File: src/design/psc_pkg.sv
// package for the parameter store control block
package psc_pkg;
	// register byte addresses
	localparam logic [7:0] ADDR_STORE_BASE   = 8'h00;
	localparam logic [7:0] ADDR_DISCARD_BASE = 8'h40;
	localparam logic [7:0] ADDR_REBOOT       = 8'h80;
	localparam logic [7:0] ADDR_MARK_DATE    = 8'h84;
	localparam logic [7:0] ADDR_MARK_TIME    = 8'h88;
	localparam logic [7:0] ADDR_INT_STATUS   = 8'h8C;
	localparam logic [7:0] ADDR_INT_MASK     = 8'h90;
	localparam logic [7:0] ADDR_STATUS       = 8'h94;
	localparam logic [1:0] REGION_STORE      = 2'h0;
	localparam logic [1:0] REGION_DISCARD    = 2'h1;

	// command words
	localparam logic [31:0] CMD_SAVE    = 32'h65766173;
	localparam logic [31:0] CMD_DISCARD = 32'h64616F6C;
	localparam logic [31:0] CMD_REBOOT  = 32'h746F6F62;
	localparam logic [31:0] WORD_DONE   = 32'h00000001;
	localparam logic [31:0] WORD_RESET  = 32'h00000000;

	// subindices
	localparam int          NUM_SUB     = 12;
	localparam logic [3:0]  SUB_ALL     = 4'h1;
	localparam logic [3:0]  SUB_COMM    = 4'h2;
	localparam logic [3:0]  SUB_APPL    = 4'h3;
	localparam logic [3:0]  SUB_CUST    = 4'h4;
	localparam logic [3:0]  SUB_DRIVE   = 4'h5;
	localparam logic [3:0]  SUB_TUNE    = 4'h6;
	localparam logic [3:0]  SUB_MODBUS  = 4'hB;

	// category mask bits
	localparam int CAT_COMM   = 0;
	localparam int CAT_APPL   = 1;
	localparam int CAT_CUST   = 2;
	localparam int CAT_DRIVE  = 3;
	localparam int CAT_TUNE   = 4;
	localparam int CAT_MODBUS = 5;
	localparam int CAT_MARKER = 6;
	localparam int CAT_W      = 7;
	localparam logic [6:0] CATS_SAVE_ALL    = 7'h5F;
	localparam logic [6:0] CATS_DISCARD_ALL = 7'h0F;
	localparam logic [6:0] CATS_EVERY       = 7'h7F;
	localparam logic [6:0] CATS_NONE        = 7'h00;

	// interrupt status bits
	localparam int IRQ_SAVE_DONE    = 0;
	localparam int IRQ_DISCARD_DONE = 1;
	localparam int IRQ_LOAD_DONE    = 2;
	localparam int IRQ_BAD_CMD      = 3;
	localparam int IRQ_W            = 4;
	localparam logic [3:0] IRQ_RESET = 4'h0;

	typedef enum logic [1:0] {
		PSC_OP_LOAD,
		PSC_OP_SAVE,
		PSC_OP_DISCARD
	} psc_op_t;

	typedef enum logic [1:0] {
		PSC_ST_LOAD,
		PSC_ST_IDLE,
		PSC_ST_BUSY
	} psc_state_t;

	// request to the persistent storage engine
	typedef struct packed {
		logic       valid;
		psc_op_t    op;
		logic [6:0] cats;
	} psc_nv_req_t;

	// modification marker entries
	typedef struct packed {
		logic [31:0] date;
		logic [31:0] time_of_day;
	} psc_marker_t;
endpackage

File: src/design/psc_parameter_store_control.sv
// parameter store control: save, discard, reboot and modification marker
// Summary of operation
// RULE1: save word into store subindex saves category
// RULE2: finished save overwrites subindex with one
// RULE3: store subindex selects category, 01 all but fieldbus
// RULE4: master polls subindex until it reads one
// RULE5: master keeps motor still during save
// RULE6: discard word drops stored categories
// RULE7: discard subindex selects category, as the store subindex does
// RULE8: discard 01 spares tuning and fieldbus categories
// RULE9: discard affects active values only after restart
// RULE10: reboot word restarts the device
// RULE11: savable object write clears marker entries
// RULE12: marker writable, saved with save-all
// RULE13: master verifies via marker after restart; reset clears marker_out to zero here and the load does not restore it
// RULE14: stored values reload after power-up or reset
// RULE15: only whole categories are ever stored
// RULE16: wrong word starts no storage operation
// RULE17: running save subindex keeps returning command
//
// Implementation choices: the address-and-strobe port and the register addresses.
`timescale 1ns/10ps
`default_nettype none

module psc_parameter_store_control
(
	// clock and reset
	input  wire logic                  clock_in,
	input  wire logic                  rst_n_in,
	// register port
	input  wire logic [7:0]            addr_in,
	input  wire logic [31:0]           wr_data_in,
	input  wire logic                  wr_in,
	input  wire logic                  rd_in,
	output logic [31:0]                rd_data_out,
	// savable object written elsewhere in the dictionary
	input  wire logic                  obj_write_in,
	// persistent storage engine
	output psc_pkg::psc_nv_req_t       nv_req_out,
	output psc_pkg::psc_marker_t       marker_out,
	input  wire logic                  nv_done_in,
	// system
	output logic                       reboot_out,
	output logic                       motion_lock_out,
	output logic                       irq_out
);

	psc_pkg::psc_state_t   state_reg;
	psc_pkg::psc_state_t   state_next;
	psc_pkg::psc_nv_req_t  nv_req_next;
	logic [3:0]            op_sub_reg;
	logic                  op_discard_reg;
	logic [31:0]           store_word_reg [psc_pkg::NUM_SUB];
	logic [31:0]           discard_word_reg [psc_pkg::NUM_SUB];
	psc_pkg::psc_marker_t  marker_next;
	logic [3:0]            int_status_reg;
	logic [3:0]            int_status_next;
	logic [3:0]            int_mask_reg;
	logic [31:0]           rd_data_next;

	// address decode
	wire logic [1:0] region     = addr_in[7:6];
	wire logic [3:0] sub        = addr_in[5:2];
	wire logic       sub_ok     = (sub >= psc_pkg::SUB_ALL && sub <= psc_pkg::SUB_TUNE)
	                              || sub == psc_pkg::SUB_MODBUS;
	wire logic       dis_sub_ok = sub_ok;
	wire logic       idle       = state_reg == psc_pkg::PSC_ST_IDLE;
	wire logic       wr_store   = wr_in && region == psc_pkg::REGION_STORE && sub_ok;
	wire logic       wr_discard = wr_in && region == psc_pkg::REGION_DISCARD && dis_sub_ok;
	wire logic       wr_reboot  = wr_in && addr_in == psc_pkg::ADDR_REBOOT;
	wire logic       wr_date    = wr_in && addr_in == psc_pkg::ADDR_MARK_DATE;
	wire logic       wr_time    = wr_in && addr_in == psc_pkg::ADDR_MARK_TIME;
	wire logic       wr_istat   = wr_in && addr_in == psc_pkg::ADDR_INT_STATUS;
	wire logic       wr_imask   = wr_in && addr_in == psc_pkg::ADDR_INT_MASK;

	// store and discard writes while an operation runs are refused, keeping the command word
	wire logic       take_store   = wr_store && idle;   // [RULE17]
	wire logic       take_discard = wr_discard && idle;
	wire logic       is_save      = wr_data_in == psc_pkg::CMD_SAVE;
	wire logic       is_discard   = wr_data_in == psc_pkg::CMD_DISCARD;
	wire logic       start_save   = take_store && is_save;       // [RULE1] [RULE16]
	wire logic       start_disc   = take_discard && is_discard;  // [RULE6] [RULE16]
	wire logic       bad_cmd      = (take_store && !is_save) || (take_discard && !is_discard);
	wire logic       op_done      = state_reg == psc_pkg::PSC_ST_BUSY && nv_done_in;
	wire logic       load_done    = state_reg == psc_pkg::PSC_ST_LOAD && nv_done_in;

	// store subindex to category set
	function automatic logic [6:0] save_cats(input logic [3:0] s);
		logic [6:0] c;
		c = psc_pkg::CATS_NONE;
		unique case (s)
			psc_pkg::SUB_ALL:    c = psc_pkg::CATS_SAVE_ALL;  // [RULE3] [RULE12]
			psc_pkg::SUB_COMM:   c[psc_pkg::CAT_COMM] = 1'b1;
			psc_pkg::SUB_APPL:   c[psc_pkg::CAT_APPL] = 1'b1;
			psc_pkg::SUB_CUST:   c[psc_pkg::CAT_CUST] = 1'b1;
			psc_pkg::SUB_DRIVE:  c[psc_pkg::CAT_DRIVE] = 1'b1;
			psc_pkg::SUB_TUNE:   c[psc_pkg::CAT_TUNE] = 1'b1;
			psc_pkg::SUB_MODBUS: c[psc_pkg::CAT_MODBUS] = 1'b1;
			default:             c = psc_pkg::CATS_NONE;
		endcase
		return c;
	endfunction

	// discard subindex to category set
	function automatic logic [6:0] discard_cats(input logic [3:0] s);
		logic [6:0] c;
		c = save_cats(s);  // [RULE7]
		if (s == psc_pkg::SUB_ALL)
		begin
			c = psc_pkg::CATS_DISCARD_ALL;  // [RULE8]
		end
		return c;
	endfunction

	// operation sequencing
	always_comb
	begin
		state_next  = state_reg;
		nv_req_next = nv_req_out;
		unique case (state_reg)
			psc_pkg::PSC_ST_LOAD:
			begin
				if (nv_done_in)
				begin
					state_next        = psc_pkg::PSC_ST_IDLE;
					nv_req_next.valid = 1'b0;
				end
			end
			psc_pkg::PSC_ST_IDLE:
			begin
				if (start_save)
				begin
					state_next  = psc_pkg::PSC_ST_BUSY;
					nv_req_next = '{1'b1, psc_pkg::PSC_OP_SAVE, save_cats(sub)};  // [RULE15]
				end
				else if (start_disc)
				begin
					state_next  = psc_pkg::PSC_ST_BUSY;
					nv_req_next = '{1'b1, psc_pkg::PSC_OP_DISCARD, discard_cats(sub)};  // [RULE9]
				end
			end
			psc_pkg::PSC_ST_BUSY:
			begin
				if (nv_done_in)
				begin
					state_next        = psc_pkg::PSC_ST_IDLE;
					nv_req_next.valid = 1'b0;
				end
			end
		endcase
	end

	// marker entries: written by software, cleared by any other savable write
	wire logic mark_clear = obj_write_in || (wr_store && sub != psc_pkg::SUB_ALL);  // [RULE11]
	always_comb
	begin
		marker_next = marker_out;
		if (mark_clear)
		begin
			marker_next = '0;  // [RULE11]
		end
		if (wr_date)
		begin
			marker_next.date = wr_data_in;  // [RULE12]
		end
		if (wr_time)
		begin
			marker_next.time_of_day = wr_data_in;  // [RULE12]
		end
	end

	// sticky interrupt status, a new event wins over a clear
	wire logic [3:0] irq_set = {bad_cmd, load_done,
	                            op_done && op_discard_reg, op_done && !op_discard_reg};
	wire logic [3:0] irq_clr = wr_istat ? wr_data_in[3:0] : 4'h0;
	assign int_status_next = (int_status_reg & ~irq_clr) | irq_set;

	// read mux
	always_comb
	begin
		rd_data_next = '0;
		if (rd_in)
		begin
			if (region == psc_pkg::REGION_STORE && sub_ok)
			begin
				rd_data_next = store_word_reg[sub];  // [RULE4]
			end
			else if (region == psc_pkg::REGION_DISCARD && dis_sub_ok)
			begin
				rd_data_next = discard_word_reg[sub];
			end
			else
			begin
				unique case (addr_in)
					psc_pkg::ADDR_MARK_DATE:  rd_data_next = marker_out.date;
					psc_pkg::ADDR_MARK_TIME:  rd_data_next = marker_out.time_of_day;
					psc_pkg::ADDR_INT_STATUS: rd_data_next = {28'h0, int_status_reg};
					psc_pkg::ADDR_INT_MASK:   rd_data_next = {28'h0, int_mask_reg};
					psc_pkg::ADDR_STATUS:     rd_data_next = {30'h0, state_reg};
					default:                  rd_data_next = '0;
				endcase
			end
		end
	end

	// control and bus registers
	always_ff @(posedge clock_in)
	begin
		if (!rst_n_in)
		begin
			state_reg       <= psc_pkg::PSC_ST_LOAD;
			nv_req_out      <= '{1'b1, psc_pkg::PSC_OP_LOAD, psc_pkg::CATS_EVERY};  // [RULE14]
			marker_out      <= '0;
			int_status_reg  <= psc_pkg::IRQ_RESET;
			int_mask_reg    <= psc_pkg::IRQ_RESET;
			rd_data_out     <= '0;
			reboot_out      <= 1'b0;
			irq_out         <= 1'b0;
			motion_lock_out <= 1'b1;
			op_sub_reg      <= 4'h0;
			op_discard_reg  <= 1'b0;
		end
		else
		begin
			state_reg       <= state_next;
			nv_req_out      <= nv_req_next;
			marker_out      <= marker_next;
			int_status_reg  <= int_status_next;
			rd_data_out     <= rd_data_next;
			reboot_out      <= wr_reboot && wr_data_in == psc_pkg::CMD_REBOOT;  // [RULE10]
			irq_out         <= |(int_status_next & int_mask_reg);
			motion_lock_out <= state_next != psc_pkg::PSC_ST_IDLE;  // [RULE5]
			if (wr_imask)
			begin
				int_mask_reg <= wr_data_in[3:0];
			end
			if (start_save || start_disc)
			begin
				op_sub_reg     <= sub;
				op_discard_reg <= start_disc;
			end
		end
	end

	// subindex words
	always_ff @(posedge clock_in)
	begin
		if (!rst_n_in)
		begin
			for (int i = 0; i < psc_pkg::NUM_SUB; i++)
			begin
				store_word_reg[i]   <= psc_pkg::WORD_RESET;
				discard_word_reg[i] <= psc_pkg::WORD_RESET;
			end
		end
		else
		begin
			if (take_store)
			begin
				store_word_reg[sub] <= wr_data_in;
			end
			if (take_discard)
			begin
				discard_word_reg[sub] <= wr_data_in;
			end
			if (op_done && !op_discard_reg)
			begin
				store_word_reg[op_sub_reg] <= psc_pkg::WORD_DONE;  // [RULE2]
			end
			if (op_done && op_discard_reg)
			begin
				discard_word_reg[op_sub_reg] <= psc_pkg::WORD_DONE;
			end
		end
	end

endmodule

`default_nettype wire

File: config.mk
export PLATFORM = sky130hd
export DESIGN_NAME = psc_parameter_store_control
export DESIGN_NICKNAME = d
export VERILOG_FILES = /design/src/design/psc_pkg.sv /design/src/design/psc_parameter_store_control.sv
export SDC_FILE = /design/constraint.sdc
export NUM_CORES = 2
export LEC_CHECK = 0
export BUFFER_PORTS_ARGS = -buffer_cell sky130_fd_sc_hd__buf_2
export CAP_MARGIN = 30
export CORE_MARGIN = 8
export CORE_UTILIZATION = 61
export DETAILED_ROUTE_END_ITERATION = 16
export GPL_TIMING_DRIVEN = 0
export PLACE_DENSITY = 0.75
export SETUP_SLACK_MARGIN = 0.02
export SLEW_MARGIN = 0
export SYNTH_ARGS = -nofsm -noshare
export SYNTH_HDL_FRONTEND = slang
export SYNTH_SLANG_ARGS = --single-unit
File: constraint.sdc
create_clock -name clock_in -period 5.5 [get_ports clock_in]
set_input_delay 0 -clock clock_in [delete_from_list [all_inputs] [get_ports clock_in]]
set_output_delay 0 -clock clock_in [all_outputs]
set_load 0.02 [all_outputs]
=== Yosys cells after proc, flatten, opt, wreduce, memory -nomap -nowiden ===
Memories as Yosys holds them, arrays and structs flattened.
Index checks and enable logic that the tools add are counted.

* Register bits after elaboration: 124
* Memory bits (writable): 768
* Input bits: 46
* Output and inout bits: 109
* Word-level logic and storage cells: 148
* Memories: 2

* Order comparisons: 2
* Equality and inequality tests: 23
* Muxes and demuxes: 53
* Bitwise logic cells: 4
* Reductions and logical operators: 50

{| class="wikitable"
|+ Memories
! name !! depth !! width !! rd ports !! clocked after Yosys merged registers in !! write ports !! RTL line !! RTL
|-
| discard_word_reg || 12 || 32 || 1 || 0 || 12 || psc_parameter_store_control.sv:54 || <nowiki>logic [31:0] discard_word_reg [psc_pkg::NUM_SUB];</nowiki>
|-
| store_word_reg || 12 || 32 || 1 || 0 || 12 || psc_parameter_store_control.sv:53 || <nowiki>logic [31:0] store_word_reg [psc_pkg::NUM_SUB];</nowiki>
|}

{| class="wikitable"
|+ Operator list
! kind !! count
|-
| 2-to-1 mux 32 bit || 8
|-
| case mux 32 bit (5 select lines) || 1
|-
| OR reduction 32 bit || 4
|-
| equality test 32 x 31 -> 1 bit (second input constant) || 3
|-
| 2-to-1 mux 64 bit || 1
|-
| equality test 8 bit (second input constant) || 6
|-
| 2-to-1 mux 1 bit || 30
|-
| logical AND 1 bit || 24
|-
| 2-to-1 mux 10 bit || 2
|-
| 2-to-1 mux 4 bit || 5
|-
| equality test 4 x 3 -> 1 bit (second input constant) || 3
|-
| OR reduction 2 bit || 6
|-
| bitwise AND 4 bit || 2
|-
| equality test 4 x 2 -> 1 bit (second input constant) || 2
|-
| 2-to-1 mux 2 bit || 3
|-
| 2-to-1 mux 6 bit || 1
|-
| AND reduction 2 bit || 3
|-
| nonzero test 2 bit || 3
|-
| equality test 2 x 1 -> 1 bit (second input constant) || 2
|-
| equality test 4 x 1 -> 1 bit (second input constant) || 1
|-
| equality test 4 bit (second input constant) || 1
|-
| >= comparator 4 x 1 -> 1 bit (second input constant) || 1
|-
| less-or-equal comparator 4 x 3 -> 1 bit (second input constant) || 1
|-
| logical NOT 2 bit || 2
|-
| other kinds (11) || 17
|}

=== Longest topological paths before layout ===
* Depth after elaboration: 11
* Depth in mapped cells: 9
* Mapped depth without buffers: 5

=== Worst setup path after synthesis ===
Ideal clock, no wire load.

* Path kind: reg2reg
* Start: reg op_discard_reg
* End: mem store_word_reg[9][0] (enable)
* Setup time: 0.470 ns
* Data arrival time: 3.897 ns
* Setup slack: 1.133 ns
* Stages on the path, launching flop included: 6
* Buffers on the path: 1
* Period minus slack after synthesis: 4.367 ns
* Path through: dfxtp_1 clkbuf_1 nor4bb_1 a32o_1 nand2_1 o31ai_1

{| class="wikitable"
|+ RTL lines
! item !! RTL line !! RTL
|-
| start: declaration || psc_parameter_store_control.sv:52 || <nowiki>logic op_discard_reg;</nowiki>
|-
| start signal: assignment || psc_parameter_store_control.sv:240 || <nowiki>op_discard_reg <= start_disc;</nowiki>
|-
| end: declaration || psc_parameter_store_control.sv:53 ||
|}

==> impl_results.md <==
* CTS tree: yes
* Worst-path cell chain: buf_2 > clkbuf_1 > and2_1 > clkbuf_1 > clkbuf_1 > buf_1 > a21oi_1 > nor3_2 > buf_6 > buf_6
* Critical Path AT at approximately 4.5 ns
* Inst Count DP at about 4300
* Yosys top cell by area: edfxtp_1
* CP Max Fanout at 10
* Endpoints failing setup at 0
* Share of layout cells above drive strength 1 at roughly a fifth
* Dpl cell area at around 0.048 mm²
* Post-CTS Resized at 0
* DR vias/cell at 6.568
* Worst hold path depth at 3
* Initial antenna violation count at 12
* Worst path required time at 5.86 ns
* Reg2reg start: state_reg[0]
* Initial Util at between 60% and 70%
* Leak at 19.18 nW
* ANT nets after route at 0
* Commonest cells after routing, fill and taps aside: edfxtp_1, nor2_1, conb_1
* Hold Crit Start: wr_data_in[28]
* Top cell by count, worst path: clkbuf_1
* Overall routing resource usage at between 30% and 40%
* Layout Nets at approximately 3500
* CP Class: in -> reg
* Netlist cell types at 65
* Register-to-Register Path Depth at 7
* Final Hold Vio Count at 0
* GP Congestion at 0.9490
* Max_cap viols at 0
* Main flop type after synthesis: edfxtp_1
* Total gr overflow at 0
* Slowest cell on crit path: nor3_2
* IO Count at 155
* Number of hold buffers added after cts at 38
* Die area at between 0.08 and 0.09 mm²
* Finished Core Util at 72.84%
* R2R Path End: discard_word_reg[2][9]
* Die Height at 285.2 µm
* Pwr dens at between 300 and 400 mW/mm²
* Clk buf depth at 3
* Status: completed
* Max reg flops at approximately 510
* Clk_skew at 0.02569 ns
* Die X at around 290 µm
* Detail Placement HPWL at just under 100000 µm
* Max-slew violations at 0
* Post-synth top area share at between 60% and 70%
* Critical Path Start Type: primary input
* Postcts setup bufs at 0
* Synth-to-Final Area Change at 18.01%
* Post-synth EDFFs at 960
* Sink Count at ~1100
* DR DRC count at 0
* Unrepaired setup endpoints after global routing: no
* Worst min path class: in -> reg
* Vias in the first global route at between 20000 and 30000
* Worst-Margin Slew at roughly 1.1 ns
* Mapped Area at approximately 0.044 mm²
* Non-filler instance count after layout at around 4500
* Crit path capture type: flop
* Total CTS buffers at 106
* PortBufs at 144
* Iter 0 DRT Violations at slightly below 5000
* Root Driver: clkbuf_16
* Final period utilization at between 70 and 80%
* Peak supply drop at between 200 and 300 µV
* Worst skew pair latency at 0.68 ns
* Placeable Area at just over 0.07 mm²
* Fmax at 241.0 MHz
* Rows at 98
* Vias post-DR at 29721
* Final min period at 4.150 ns
* Hold Path End: marker_out[60]
* Drt pass-1 iters at 6
* Commonest non-fill, non-tap cell in the layout: edfxtp_1
* Mean post-synth cell area at approximately 16 µm²
* Async set or reset register ratio after synthesis at 0%
* Wirelength per Cell at 31.67 µm
* Max incr delay on CP at slightly below 0.9 ns
* Post-Synthesis Cells at ~2800
* Routed Wire Length at 143300 µm
* Yosys reg bits at 1084
* Final instance area at between 0.05 and 0.06 mm²
* Sequential area share after synthesis at ~70%
* Wire length of the first global-routing pass at ~200000 µm
* Synthesis warning total at 0
* Top cells by area, synth: edfxtp_1, mux4_2, dfxtp_1
* Slew margin rel. at 24.95%
* Clk pin slew, worst setup/hold paths at ~0.060 ns
* Setup slack, reg-to-reg at 1.47 ns
* Largest net degree at the start of global routing at 33
* H-tree depth at 3
==> through the flow <==
stage	hold slack [ns]	setup slack (ns)	setup TNS (ns)	power (W)
2_1_floorplan	0.1360	1.133	0	0.01012
4_1_cts	0.004481	1.519	0	0.01772
3_5_place_dp	0.3546	1.061	0	0.01066
5_1_grt	0.05452	1.245	0	0.01812
3_3_place_gp	0.3348	-2.553	-907.87	0.01058
6_report	0.06190	1.350	0	0.01779
==> cells in the mapped netlist (3+ instances only) <==
cell type	count
nor3_1	28
a22o_1	30
buf_1	7
buf_2	47
mux4_2	240
and3_1	4
a221o_1	15
a221oi_1	30
a311oi_1	18
mux2_2	3
or4b_2	3
nor2b_1	36
nand4_1	9
nand4b_1	10
a32o_1	4
a22oi_1	101
mux2i_1	20
nand3_1	23
nor2_1	522
nand2b_1	6
clkbuf_1	152
and4_1	3
inv_1	58
dfxtp_1	124
o31ai_1	8
nor4_1	9
or4b_1	3
nand2_1	147
a21oi_1	85
edfxtp_1	960
o21ai_0	59
a211oi_1	5
or3_1	3
==> layer usage <==
metal | wire, µm | GRT usage (%) | vias to the layer above
li1 | - | - | 11928
met5 | 38 | 0 | -
met3 | 20570 | 11.81 | 459
met1 | 49420 | 44.65 | 14827
met2 | 64260 | 52.57 | 2501
met4 | 9039 | 18.82 | 6
==> how the worst max path moves through the flow <==
stage / slack [ns] / startpoint / cells after the start / end
6_report: 1.35 / addr_in[4] / 10 / discard_word_reg[14][14]
5_1_grt: 1.25 / addr_in[2] / 10 / store_word_reg[4][9]
4_1_cts: 1.52 / addr_in[2] / 10 / store_word_reg[4][27]
3_5_place_dp: 1.06 / addr_in[4] / 10 / discard_word_reg[14][14]
3_3_place_gp: -2.55 / addr_in[3] / 6 / discard_word_reg[10][6]
2_1_floorplan: 1.13 / op_discard_reg / 5 / store_word_reg[9][0]
==> cell families after synthesis <==
family | Yosys count | synth area share (%)
flip-flops | 1084 | 70.84
buffers and inverters | 266 | 2.401
other | 1 | 0.008485
AO/OA/AOI/OAI | 373 | 5.863
AND/OR/NAND/NOR | 827 | 8.074
multiplexers | 264 | 12.79
XOR/XNOR | 1 | 0.01982
==> power by group <==
group,internal [W],switching (W),leakage [nW]
registers,0.00922,0.0000758,10.5
clock network,0.00408,0.00313,1.67
logic,0.000419,0.000865,7.04
total,0.0137,0.00408,19.2
==> critical path, delay by kind of cell <==
kind / cells / cell delay (ns)
buf+inv: 7 / 3.06
compound gates: 1 / 0.33
simple gates: 2 / 1.10
==> area by class of cell <==
type | count | area (µm²)
Antenna cell | 13 | 32.53
Buffer | 207 | 839.6
Tap cell | 950 | 1189
Fill cell | 4478 | 19450
Clock inverter | 54 | 534.3
Sequential cell | 1084 | 31310
Clock buffer | 141 | 2860
Inverter | 59 | 221.5
Timing Repair Buffer | 242 | 1979
Multi-Input combinational cell | 1775 | 13190
No activity file was read; power rests on OpenSTA's default activity.
